[config.mk]
export PLATFORM = sky130hd
export DESIGN_NAME = msr_bank
export DESIGN_NICKNAME = d
export VERILOG_FILES = /design/src/msr_pkg.sv /design/src/msr_cycle_counter.sv /design/src/msr_bank.sv
export VERILOG_INCLUDE_DIRS = /design/src
export SDC_FILE = /design/constraint.sdc
export NUM_CORES = 1
export LEC_CHECK = 0
export ABC_AREA = 1
export ABC_CLOCK_PERIOD_IN_PS = 3100
export BUFFER_PORTS_ARGS = -buffer_cell sky130_fd_sc_hd__clkbuf_2
export CELL_PAD_IN_SITES_DETAIL_PLACEMENT = 2
export CELL_PAD_IN_SITES_GLOBAL_PLACEMENT = 2
export CORE_ASPECT_RATIO = 1.75
export CORE_MARGIN = 8
export CORE_UTILIZATION = 29
export DETAILED_ROUTE_END_ITERATION = 8
export PLACE_DENSITY = 0.95
export SLEW_MARGIN = 20
export SYNTH_ARGS = -nofsm -noshare
export SYNTH_HDL_FRONTEND = slang
export SYNTH_SLANG_ARGS = --single-unit
export TNS_END_PERCENT = 10
[constraint.sdc]
create_clock -name core_clk -period 3.1 [get_ports core_clk]
set_input_delay 0.465 -clock core_clk [delete_from_list [all_inputs] [get_ports core_clk]]
set_output_delay 0.465 -clock core_clk [all_outputs]
set_load 0.05 [all_outputs]
[src/msr_regs.svh]
// Purpose: Offsets, field positions and reset values of the special register bank
// Assumes: Registers are selected by their printed index
// Notes:   Definitions only
`ifndef MSR_REGS_SVH
`define MSR_REGS_SVH

`define MSR_IDX_LINE_SIZE   12'h006
`define MSR_IDX_CYCLE       12'h010
`define MSR_IDX_PLATFORM    12'h017
`define MSR_IDX_ICTRL_BASE  12'h01B
`define MSR_IDX_POWERON     12'h02A

`define MSR_LINE_SIZE_RST   16'h0040
`define MSR_LINE_HI         15
`define MSR_PLAT_LO         50
`define MSR_PLAT_HI         52
`define MSR_BOOT_BIT        8
`define MSR_GEN_BIT         11
`define MSR_BASE_LO         12
`define MSR_BASE_HI         31
`define MSR_BASE_RST        20'hFEE00
`define MSR_CYC_HALF        32
`define MSR_FAMILY_NEW      8'h0F
`define MSR_MODEL_A         8'h03
`define MSR_MODEL_B         8'h04
`define MSR_PWR_WR_MASK     64'h0000_0000_0000_0000

`endif

[src/msr_pkg.sv]
// Purpose: Types shared by the special register bank
// Assumes: Constants live in msr_regs.svh
// Notes:   Access kinds only
package msr_pkg;
  typedef enum logic [1:0] {
    MSR_ACC_IDLE,
    MSR_ACC_READ,
    MSR_ACC_WRITE
  } msr_acc_t;
endpackage

[src/msr_cycle_counter.sv]
// Purpose: Free-running 64-bit cycle counter with model-dependent writes
// Assumes: Write strobe is one cycle wide
// Notes:   Write takes precedence over increment in its cycle
`include "msr_regs.svh"

module msr_cycle_counter (
  input  wire logic        core_clk,
  input  wire logic        rstn,
  input  wire logic        wr_en,
  input  wire logic        full_width,
  input  wire logic [63:0] wr_data,
  output logic      [63:0] count
);
  always_ff @(posedge core_clk or negedge rstn) begin
    if (!rstn) begin
      count <= 64'h0;
    end else if (wr_en && full_width) begin
      count <= wr_data;
    end else if (wr_en) begin
      count <= {32'h0, wr_data[`MSR_CYC_HALF-1:0]};
    end else begin
      count <= count + 64'h1;
    end
  end
endmodule

[src/msr_bank.sv]
// Purpose: Bank of model-specific configuration and status registers
// Assumes: One access per cycle from the special register instruction unit
// Notes:   Read data is registered and valid one cycle after the request
`include "msr_regs.svh"

// Notes on behaviour
// - Monitor line-size field is bits 15:0, resets to 40H meaning 64 bytes.
// - Line-size value sets monitor semaphore spacing and alignment.
// - Cycle counter is one 64-bit quantity via read, write, counter-read.
// - Reading the cycle counter returns the present count, all 64 bits.
// - Older models accept counter writes only into the lower 32 bits.
// - On older models, a low write also clears the upper 32 bits.
// - Family 0FH models 3 and 4 allow writing all 64 counter bits.
// - Platform identifier is read-only bits 52:50; other bits reserved.
// - Interrupt-controller base bit 8 reads one on the bootstrap processor.
// - Base bit 11 shows the controller global enable.
// - Base bits 31:12 hold the controller's register space base address.
// - Power-on register: writable fields enable features, read fields report; MSR_PWR_WR_MASK is zero here, so no field is writable.
module msr_bank
  import msr_pkg::*;
(
  input  wire logic        core_clk,
  input  wire logic        rstn,
  input  wire logic        acc_rd,
  input  wire logic        acc_wr,
  input  wire logic        cnt_rd,
  input  wire logic [11:0] acc_index,
  input  wire logic [63:0] acc_wdata,
  input  wire logic [7:0]  cpu_family,
  input  wire logic [7:0]  cpu_model,
  input  wire logic [2:0]  platform_strap,
  input  wire logic        bootstrap_processor_flag,
  input  wire logic [63:0] poweron_status,
  output logic      [63:0] acc_rdata,
  output logic             acc_valid,
  output logic             acc_fault,
  output logic      [15:0] monitor_line_size,
  output logic      [63:0] monitor_align_mask,
  output logic             ictrl_enable,
  output logic      [19:0] ictrl_base,
  output logic      [63:0] poweron_ctrl
);

  // ---------------------------------------------------------------
  // Decode
  // ---------------------------------------------------------------
  function automatic logic is_mapped(input logic [11:0] idx);
    is_mapped = (idx == `MSR_IDX_LINE_SIZE) || (idx == `MSR_IDX_CYCLE) ||
                (idx == `MSR_IDX_PLATFORM) || (idx == `MSR_IDX_ICTRL_BASE) ||
                (idx == `MSR_IDX_POWERON);
  endfunction

  msr_acc_t    acc_kind;
  logic        wr_line;
  logic        wr_cycle;
  logic        wr_base;
  logic        wr_pwr;
  logic        cyc_full;
  logic [63:0] cycle_count;
  logic [2:0]  platform_identity;
  logic        boot_seen;
  logic [63:0] next_rdata;

  always_comb begin
    if (acc_wr) begin
      acc_kind = MSR_ACC_WRITE;
    end else if (acc_rd || cnt_rd) begin
      acc_kind = MSR_ACC_READ;
    end else begin
      acc_kind = MSR_ACC_IDLE;
    end
  end

  assign wr_line  = (acc_kind == MSR_ACC_WRITE) && (acc_index == `MSR_IDX_LINE_SIZE);
  assign wr_cycle = (acc_kind == MSR_ACC_WRITE) && (acc_index == `MSR_IDX_CYCLE);
  assign wr_base  = (acc_kind == MSR_ACC_WRITE) && (acc_index == `MSR_IDX_ICTRL_BASE);
  assign wr_pwr   = (acc_kind == MSR_ACC_WRITE) && (acc_index == `MSR_IDX_POWERON);
  assign cyc_full = (cpu_family == `MSR_FAMILY_NEW) &&
                    ((cpu_model == `MSR_MODEL_A) || (cpu_model == `MSR_MODEL_B));

  // ---------------------------------------------------------------
  // Cycle counter
  // ---------------------------------------------------------------
  msr_cycle_counter u_cycle (
    .core_clk   (core_clk),
    .rstn       (rstn),
    .wr_en      (wr_cycle),
    .full_width (cyc_full),
    .wr_data    (acc_wdata),
    .count      (cycle_count)
  );

  // ---------------------------------------------------------------
  // Writable registers
  // ---------------------------------------------------------------
  always_ff @(posedge core_clk or negedge rstn) begin
    if (!rstn) begin
      monitor_line_size <= `MSR_LINE_SIZE_RST;
    end else if (wr_line) begin
      monitor_line_size <= acc_wdata[`MSR_LINE_HI:0];
    end
  end

  // Mask of address bits inside one monitored line; exact for power-of-two sizes
  always_ff @(posedge core_clk or negedge rstn) begin
    if (!rstn) begin
      monitor_align_mask <= {48'h0, `MSR_LINE_SIZE_RST - 16'h1};
    end else begin
      monitor_align_mask <= {48'h0, monitor_line_size - 16'h1};
    end
  end

  always_ff @(posedge core_clk or negedge rstn) begin
    if (!rstn) begin
      ictrl_enable <= 1'b1;
      ictrl_base   <= `MSR_BASE_RST;
    end else if (wr_base) begin
      ictrl_enable <= acc_wdata[`MSR_GEN_BIT];
      ictrl_base   <= acc_wdata[`MSR_BASE_HI:`MSR_BASE_LO];
    end
  end

  always_ff @(posedge core_clk or negedge rstn) begin
    if (!rstn) begin
      poweron_ctrl <= 64'h0;
    end else if (wr_pwr) begin
      poweron_ctrl <= acc_wdata & `MSR_PWR_WR_MASK;
    end
  end

  // Straps are captured after reset release, never inside the reset branch
  always_ff @(posedge core_clk or negedge rstn) begin
    if (!rstn) begin
      boot_seen         <= 1'b0;
      platform_identity <= 3'h0;
    end else begin
      boot_seen         <= bootstrap_processor_flag;
      platform_identity <= platform_strap;
    end
  end

  // ---------------------------------------------------------------
  // Read path
  // ---------------------------------------------------------------
  always_comb begin
    next_rdata = 64'h0;
    if (cnt_rd && !acc_wr) begin
      next_rdata = cycle_count;
    end else begin
      unique case (acc_index)
        `MSR_IDX_LINE_SIZE:  next_rdata[`MSR_LINE_HI:0] = monitor_line_size;
        `MSR_IDX_CYCLE:      next_rdata = cycle_count;
        `MSR_IDX_PLATFORM:   next_rdata[`MSR_PLAT_HI:`MSR_PLAT_LO] = platform_identity;
        `MSR_IDX_ICTRL_BASE: begin
          next_rdata[`MSR_BOOT_BIT]                = boot_seen;
          next_rdata[`MSR_GEN_BIT]                 = ictrl_enable;
          next_rdata[`MSR_BASE_HI:`MSR_BASE_LO]    = ictrl_base;
        end
        `MSR_IDX_POWERON:    next_rdata = (poweron_status & ~`MSR_PWR_WR_MASK) |
                                          poweron_ctrl;
        default:             next_rdata = 64'h0;
      endcase
    end
  end

  always_ff @(posedge core_clk or negedge rstn) begin
    if (!rstn) begin
      acc_rdata <= 64'h0;
      acc_valid <= 1'b0;
      acc_fault <= 1'b0;
    end else begin
      acc_valid <= (acc_kind != MSR_ACC_IDLE);
      acc_fault <= (acc_kind != MSR_ACC_IDLE) && !(cnt_rd && !acc_wr) &&
                   !is_mapped(acc_index);
      acc_rdata <= (acc_kind == MSR_ACC_READ) ? next_rdata : 64'h0;
    end
  end

endmodule

==> metrics.md, run 1 <==
| Metric | Value |
|---|---|
| Biggest fanout along the worst timing path | 9 |
| CTS Buffer Depth | 2 |
| Fin crit period | between 2 and 2.5 ns |
| Tcrit/Tclk final | 0.785 |
| Largest voltage drop on the vdd net | between 0.3 and 0.4 mV |
| Class of the most critical hold timing path | input pin to asynchronous set/reset pin |
| Number of sinks on the clock net | 187 |
| Power density cells | 437 nW/um^2 |
| Max-slew headroom | 0.445 |
| Critical path endpoint category | register |
| Number of placed instances with taps included | 2291 |
| Top layer used by detailed routing | met4 |
| Die Y-Extent | between 200 and 300 um |
| Number of placement rows | 94 |
| Vias | approximately 12k |
| Commonest non-fill, non-tap cell in the layout | sky130_fd_sc_hd__nand2_1 |
| Number of non-filler instances in the completed layout | about 2.3k |
| Floorplan die area | 44900 sq um |
| CORE AREA | roughly 38000 sq um |
| Final Power | 0.00578 W |
| Clk_lat worst skew | 0.48 ns |
| Drt initial violations | around 600 |
| Final count of hold timing violations | 0 |
| Unrepaired setup endpoints after global routing | no |
| Maximum number of pins on one net before global-route repair | 77 |
| Max Clock Skew | 0.0153 ns |
| Outcome | finished clean |
| Worst slack, placed | 0.459 ns |
| Minimum hold slack | 0.0323 ns |
| Number of global-route vias before repair | 14.2k |
| Data arrival time at the worst-slack endpoint | between 2 and 3 ns |
| Critical path startpoint category | register |
| Number of levels in the clock H-tree | 4 |
| Cell at the root of the clock tree | sky130_fd_sc_hd__clkbuf_16 |
| DR vias/cell | 5.18 |
| CTS clk-pin slew, worst paths | 0.08 ns |
| DRT Wirelength | roughly 58000 um |
| Slew Viols, Final | 0 |
| PnR worst setup slack | approximately 0.67 ns |
| HPWL after DPL | 46600 um |
| Number of setup buffers added after CTS | 0 |
| Count of state elements after synthesis | about 190 |
| Starting utilization of the core area | 0.294 |
| Detailed-routed wire length on met2 | 31400 um |
| Most frequent cells in the layout | sky130_fd_sc_hd__nand2_1, sky130_fd_sc_hd__clkbuf_2, sky130_fd_sc_hd__nor2_1 |
| Required time reported for the critical path endpoint | 3.51 ns |
| Yosys top cell area share | 0.382 |
| Clock tree from TritonCTS | done |
| Number of nets in the layout | between 1.5k and 2k |
| Number of primary I/O pins | 396 |
| Tightest Pin Transition | 0.831 ns |
| Number of nets still failing antenna checks after routing | 0 |
| Global route overflow | 0 |
| Final setup violation count | 0 |
| WS Path Type | register to register |
| Leading cell types by total area after synthesis | sky130_fd_sc_hd__dfrtp_1, sky130_fd_sc_hd__nand2_1, sky130_fd_sc_hd__buf_4 |
| Detail-routed net length per standard cell | 24.9 um |
| Length of the first detailed-routing pass in iterations | 5 |
| Resized cells post-CTS | 0 |
| Wire length of the first global-routing pass | 85800 um |
| Leakage power figure | 6.41 nW |
| Mean area per synthesized cell | 7.12 sq um |
| Number of port buffers | between 200 and 300 |
| Hold-fix buffers at CTS | 0 |
| All-Layer GR Usage | 0.257 |
| Count of unresolved DRC violations after routing | 0 |
| Post-synthesis cell type count | 37 |
| Wire length on met3 | 3190 um |
| Final Wtd Congestion | 0.917 |
| Accumulated negative setup slack | 0 ns |
| Number of instances in the synthesized netlist | between 1.5k and 2k |
| CP startpoint | u_cycle.count[0]$_DFF_PN0_ |
| Fmax | between 0.4 and 0.5 GHz |
| Chip width | 164 um |
| Post-synthesis instance area | 11100 sq um |
| Routed met1 length | around 18000 um |
| Max_cap viols | 0 |
| Cts bufs inserted | 17 |
| Antenna violations before repair | 2 |
| Share of cells above drive strength 1 | 0.201 |
| Post-synthesis sequential area ratio | 0.425 |
| Area growth from synthesis to layout | 19.3% |
| Synth warn | 0 |
| Source of the worst register-to-register timing path | u_cycle.count[0]$_DFF_PN0_ |
| Cell type with the largest total area after synthesis | sky130_fd_sc_hd__dfrtp_1 |
area by class of cell:
cell class,instances,area (sq um)
fill,4568,24400
multi-input combinational,1210,5330
sequential,187,4700
timing repair buffer,305,1620
tap,480,601
clock buffer,22,454
inverter,109,409
clock inverter,10,93.8
antenna,3,7.51
report_power, final:
part | total (W) | switching (W) | internal [W] | leakage [nW]
clock | 0.00220 | 0.00107 | 0.00113 | 0.273
sequential | 0.00263 | 0.000122 | 0.00251 | 2.42
combinational | 0.000943 | 0.000751 | 0.000192 | 3.72
flip-flops by register name, indices dropped and copies added, names as in the netlist:
register and count:
acc_fault 1, acc_rdata 64, acc_valid 1, boot_seen 1, ictrl_base 20, ictrl_enable 1, monitor_align_mask 16, monitor_line_size 16
platform_identity 3, u_cycle.count 64
synthesized netlist by cell type (all sizes together):
master	n
or2	2
o21ai	80
clkbuf	27
nand3	143
nand4	29
ha	2
conb	1
nand3b	2
nor3	17
buf	133
a31oi	2
and2	5
dfstp	18
nand2	520
o21bai	13
clkinv	1
o211ai	3
mux2i	2
inv	108
and3	1
o21a	1
xor2	17
a21oi	51
nor2	192
dfrtp	169
xnor2	15
nor4	1
path summary, 6_finish.rpt:
path	end	depth (start not counted)	slack [ns]
hold reg to reg	ictrl_base[16]$_DFFE_PN1P_	2	0.52
min in group core_clk	boot_seen$_DFF_PN0_	1	0.11
setup / recovery	u_cycle.count[36]$_DFF_PN0_	11	0.67
hold / removal	acc_rdata[26]$_DFF_PN0_	1	0.03
setup reg to reg	u_cycle.count[36]$_DFF_PN0_	11	0.67
max in group asynchronous	monitor_align_mask[1]$_DFF_PN1_	2	2.26
per-stage QoR:
stage	instance area, sq um	utilization
6_report	13200	0.351
5_1_grt	13200	0.351
4_1_cts	13200	0.351
3_5_place_dp	12700	0.336
3_3_place_gp	12700	0.336
2_1_floorplan	11500	-
cells by family after synthesis:
kind of cell | Yosys count | share of synthesized area
flops | 187 | 0.425
other cells | 1 | 0.000339
xor+xnor | 32 | 0.0253
mux | 2 | 0.00181
buf+inv | 269 | 0.132
compound gates | 150 | 0.0718
fa+ha+maj | 2 | 0.00226
simple gates | 912 | 0.342
routing by layer:
layer | up-vias | global-route usage
li1 | 5268 | -
met1 | 5956 | 0.230
met2 | 578 | 0.480
met3 | 236 | 0.0533
met4 | 0 | 0.220
met5 | - | 0
critical path, stage by stage (launching register included):
cell and delay (ns):
sky130_fd_sc_hd__dfrtp_1 0.51, sky130_fd_sc_hd__ha_1 0.32, sky130_fd_sc_hd__inv_1 0.09, sky130_fd_sc_hd__nor2_1 0.16, sky130_fd_sc_hd__nand2_1 0.16, sky130_fd_sc_hd__nor2_2 0.36, sky130_fd_sc_hd__nand2_1 0.19, sky130_fd_sc_hd__inv_1 0.16
sky130_fd_sc_hd__nand2_1 0.11, sky130_fd_sc_hd__nand2_1 0.09, sky130_fd_sc_hd__nand3_1 0.09, sky130_fd_sc_hd__nand2_1 0.11
(Power assumes the default switching activity.)
==> inputs of run 2 (changes only) <==
ABC_AREA = 0   (was 1)
ABC_CLOCK_PERIOD_IN_PS = 2350   (was 3100)
CORE_UTILIZATION = 28   (was 29)
PLACE_DENSITY = 0.87   (was 0.95)
clock period = 2.35 ns   (was 3.1 ns; I/O delays follow)
==> metrics.md, run 2 <==
| Metric | Value |
|---|---|
| Cell with the most instances on the worst path | sky130_fd_sc_hd__or4_1 |
| DRT Wirelength | 42800 um |
| Length of the first detailed-routing pass in iterations | 5 |
| Multiplexer area fraction after synthesis | 0.0428 |
| PnR worst setup slack | 0.100 ns |
| Crit path cell chain | or4_1, or4_1, nor3_1, xor2_1 |
| Share of cells above drive strength 1 | 0.341 |
| Yosys top cell area share | 0.434 |
| DR vias/cell | slightly below 5 |
| Most used standard cell by instance count after synthesis | sky130_fd_sc_hd__dfrtp_1 |
| Vias | 8822 |
| Clock tree from TritonCTS | done |
| Number of placement rows | 90 |
| Chip width | 157 um |
| Dominant combinational cell family by area after synthesis | simple AND/OR/NAND/NOR gates |
| HPWL after DPL | 34000 um |
| Number of levels in the clock H-tree | 4 |
| Commonest non-fill, non-tap cell in the layout | sky130_fd_sc_hd__clkbuf_2 |
| WS Path Type | register to register |
| Number of port buffers | ~280 |
| Fin crit period | 2.25 ns |
| Critical path endpoint category | register |
| Synth warn | 0 |
| Area fraction in compound gates after synthesis | 0.123 |
| Cts bufs inserted | 17 |
| Maximum number of pins on one net before global-route repair | 53 |
| Final Wtd Congestion | 0.848 |
| Antenna violations before repair | 8 |
| Largest regs | acc_rdata (64), u_cycle.count (64), ictrl_base (20) |
| Leakage power figure | 5.71 nW |
| Non-Filler Cell Area, Final | between 10000 and 15000 sq um |
| Minimum hold slack | 0.0979 ns |
| Class of the most critical hold timing path | input pin to register |
| Asr flop ratio synth | 1.00 |
| Number of enable flip-flop cells after synthesis | 0 |
| All-Layer GR Usage | 0.207 |
| Area growth from synthesis to layout | 27.2% |
| Post-synthesis cell type count | 51 |
| Max_cap viols | 0 |
| Post-synthesis sequential area ratio | 0.483 |
| Floorplan die area | a little over 40000 sq um |
| Final setup violation count | 0 |
| CTS clk-pin slew, worst paths | around 0.08 ns |
| Critical path startpoint category | register |
| Most frequently used flop master after synthesis | sky130_fd_sc_hd__dfrtp_1 |
| Mean area per synthesized cell | between 9 and 10 sq um |
| Required time reported for the critical path endpoint | ~2.7 ns |
| Number of instances in the synthesized netlist | just under 1k |
| Max-slew headroom | 0.461 |
| Count of unresolved DRC violations after routing | 0 |
| Fmax | 0.444 GHz |
| Post-synthesis adder-cell area fraction | 0.00257 |
| Power density cells | 608 nW/um^2 |
| # fillers | 3908 |
| CORE AREA | 34300 sq um |
| Die Y-Extent | about 260 um |
| Biggest fanout along the worst timing path | 3 |
| Number of nets still failing antenna checks after routing | 0 |
| Leading cell types by total area after synthesis | sky130_fd_sc_hd__dfrtp_1, sky130_fd_sc_hd__buf_4, sky130_fd_sc_hd__dfstp_2 |
| Tcrit/Tclk final | 0.957 |
| Clk_lat worst skew | roughly 0.46 ns |
| Count of state elements after synthesis | approximately 190 |
| Outcome | finished clean |
| XOR/XNOR Fraction of Synth Area | 0.0665 |
| Worst slack, placed | -0.199 ns |
| Wire length of the first global-routing pass | 63700 um |
| Detail-routed net length per standard cell | around 24 um |
| Starting utilization of the core area | 0.284 |
| Slowest stage delay, CP | approximately 0.63 ns |
| CTS Buffer Depth | 2 |
| Number of global-route vias before repair | about 10k |
| Max Clock Skew | ~0.014 ns |
| Data arrival time at the worst-slack endpoint | 2.63 ns |
| Cell area after placement | 11700 sq um |
| Number of nets in the layout | between 1k and 1.5k |
| Number of primary I/O pins | 396 |
| Cell type with the largest total area after synthesis | sky130_fd_sc_hd__dfrtp_1 |
| Cell at the root of the clock tree | sky130_fd_sc_hd__clkbuf_16 |
| Drt initial violations | 247 |
| Final count of hold timing violations | 0 |
| Worst path slowest cell | sky130_fd_sc_hd__or4_1 |
| Number of sinks on the clock net | around 190 |
| Final Power | between 0.007 and 0.008 W |
| Slew Viols, Final | 0 |
| Most frequent cells in the layout | sky130_fd_sc_hd__clkbuf_2, sky130_fd_sc_hd__dfrtp_1, sky130_fd_sc_hd__conb_1 |
| Tightest Pin Transition | about 0.81 ns |
| Largest voltage drop on the vdd net | 0.499 mV |
| Synth Area in Simple Gates | 0.168 |
| Most used standard cells in the synthesized netlist | sky130_fd_sc_hd__dfrtp_1, sky130_fd_sc_hd__buf_4, sky130_fd_sc_hd__nand2_1, sky130_fd_sc_hd__nor2_1, sky130_fd_sc_hd__o21ai_0 |
| Unrepaired setup endpoints after global routing | no |
| Post-synthesis instance area | approximately 10000 sq um |
| Global route overflow | 0 |
-- run 2: cell count changes after synthesis, sizes merged, moves of 30 or more --
| cell | delta |
|---|---|
| a22oi | +41 |
| nor3 | +30 |
| nand2 | -423 |
| inv | -94 |
| xnor2 | +30 |
| nor2 | -119 |
| nand3 | -114 |
| mux2 | +37 |
| a221oi | +31 |
-- run 2: report_power, final --
part	switching, W	internal (W)
logic	0.000834	0.000254
registers	0.000119	0.00332
clock network	0.00148	0.00153
total	0.00243	0.00510
-- run 2: logic make-up (layout without fill, tap and decap cells) --
kind of cell               Yosys count  after routing
muxes                               37             37
other                                1            120
and+or+nand+nor                    330            330
buffers and inverters              177            400
xor gates and xnor gates            74             74
AOI/OAI and AO/OA                  180            180
DFF                                187            187
adders and majority gates            2              2
-- run 2: path summary, 6_finish.rpt --
| check | endpoint | depth (start not counted) | slack (ns) | from |
|---|---|---|---|---|
| hold reg to reg | monitor_align_mask[15]$_DFF_PN0_ | 1 | 0.54 | monitor_line_size[15]$_DFFE_PN0P_ |
| min in group asynchronous | acc_rdata[42]$_DFF_PN0_ | 2 | 0.45 | rstn |
| max in group asynchronous | ictrl_enable$_DFFE_PN1P_ | 3 | 1.12 | rstn |
| setup / recovery | monitor_align_mask[15]$_DFF_PN0_ | 4 | 0.10 | monitor_line_size[5]$_DFFE_PN0P_ |
| hold / removal | u_cycle.count[39]$_DFF_PN0_ | 3 | 0.1 | acc_wdata[39] |
| setup reg to reg | monitor_align_mask[15]$_DFF_PN0_ | 4 | 0.10 | monitor_line_size[5]$_DFFE_PN0P_ |
-- run 2: routing by layer --
metal | track usage | up-vias | share of wire
met5 | 0 | - | 0.00030
met4 | 0.0992 | 2 | 0.038
li1 | - | 3901 | -
met1 | 0.196 | 4470 | 0.34
met3 | 0.0425 | 76 | 0.054
met2 | 0.405 | 373 | 0.57
-- run 2: area by class of cell --
| class | instances | area, sq um | area share |
|---|---|---|---|
| multi-input cells | 735 | 4370 | 0.353 |
| inverters | 14 | 52.6 | 0.00424 |
| clock buffers | 18 | 439 | 0.0354 |
| repair buffers | 354 | 2080 | 0.168 |
| well taps | 460 | 576 | 0.0464 |
| flip-flops and latches | 187 | 4700 | 0.379 |
| clock inverters | 14 | 151 | 0.0122 |
| diodes | 8 | 20.0 | 0.00162 |
-- run 2: what timing repair did --
action,in CTS,in global routing
setup endpoints to repair,1,10
resized for setup,1,1
pin swaps,0,3
hold buffers,5,0
hold endpoints to repair,44,0
setup buffers,0,2
-- run 2: stage by stage --
| step | utilization | std cells | setup TNS [ns] |
|---|---|---|---|
| 6_report | 0.361 | 1790 | 0 |
| 5_1_grt | 0.361 | 1787 | 0 |
| 4_1_cts | 0.360 | 1780 | 0 |
| 3_5_place_dp | 0.341 | 1743 | -3.27 |
| 3_3_place_gp | 0.341 | 1743 | -2.59 |
| 2_1_floorplan | - | 1099 | 0 |
-- run 2: critical path: cells and delay by family, from the launching register on --
family,cells,cell delay [ns]
flops,1,0.40
xor+xnor,1,0.21
simple gates,3,1.55
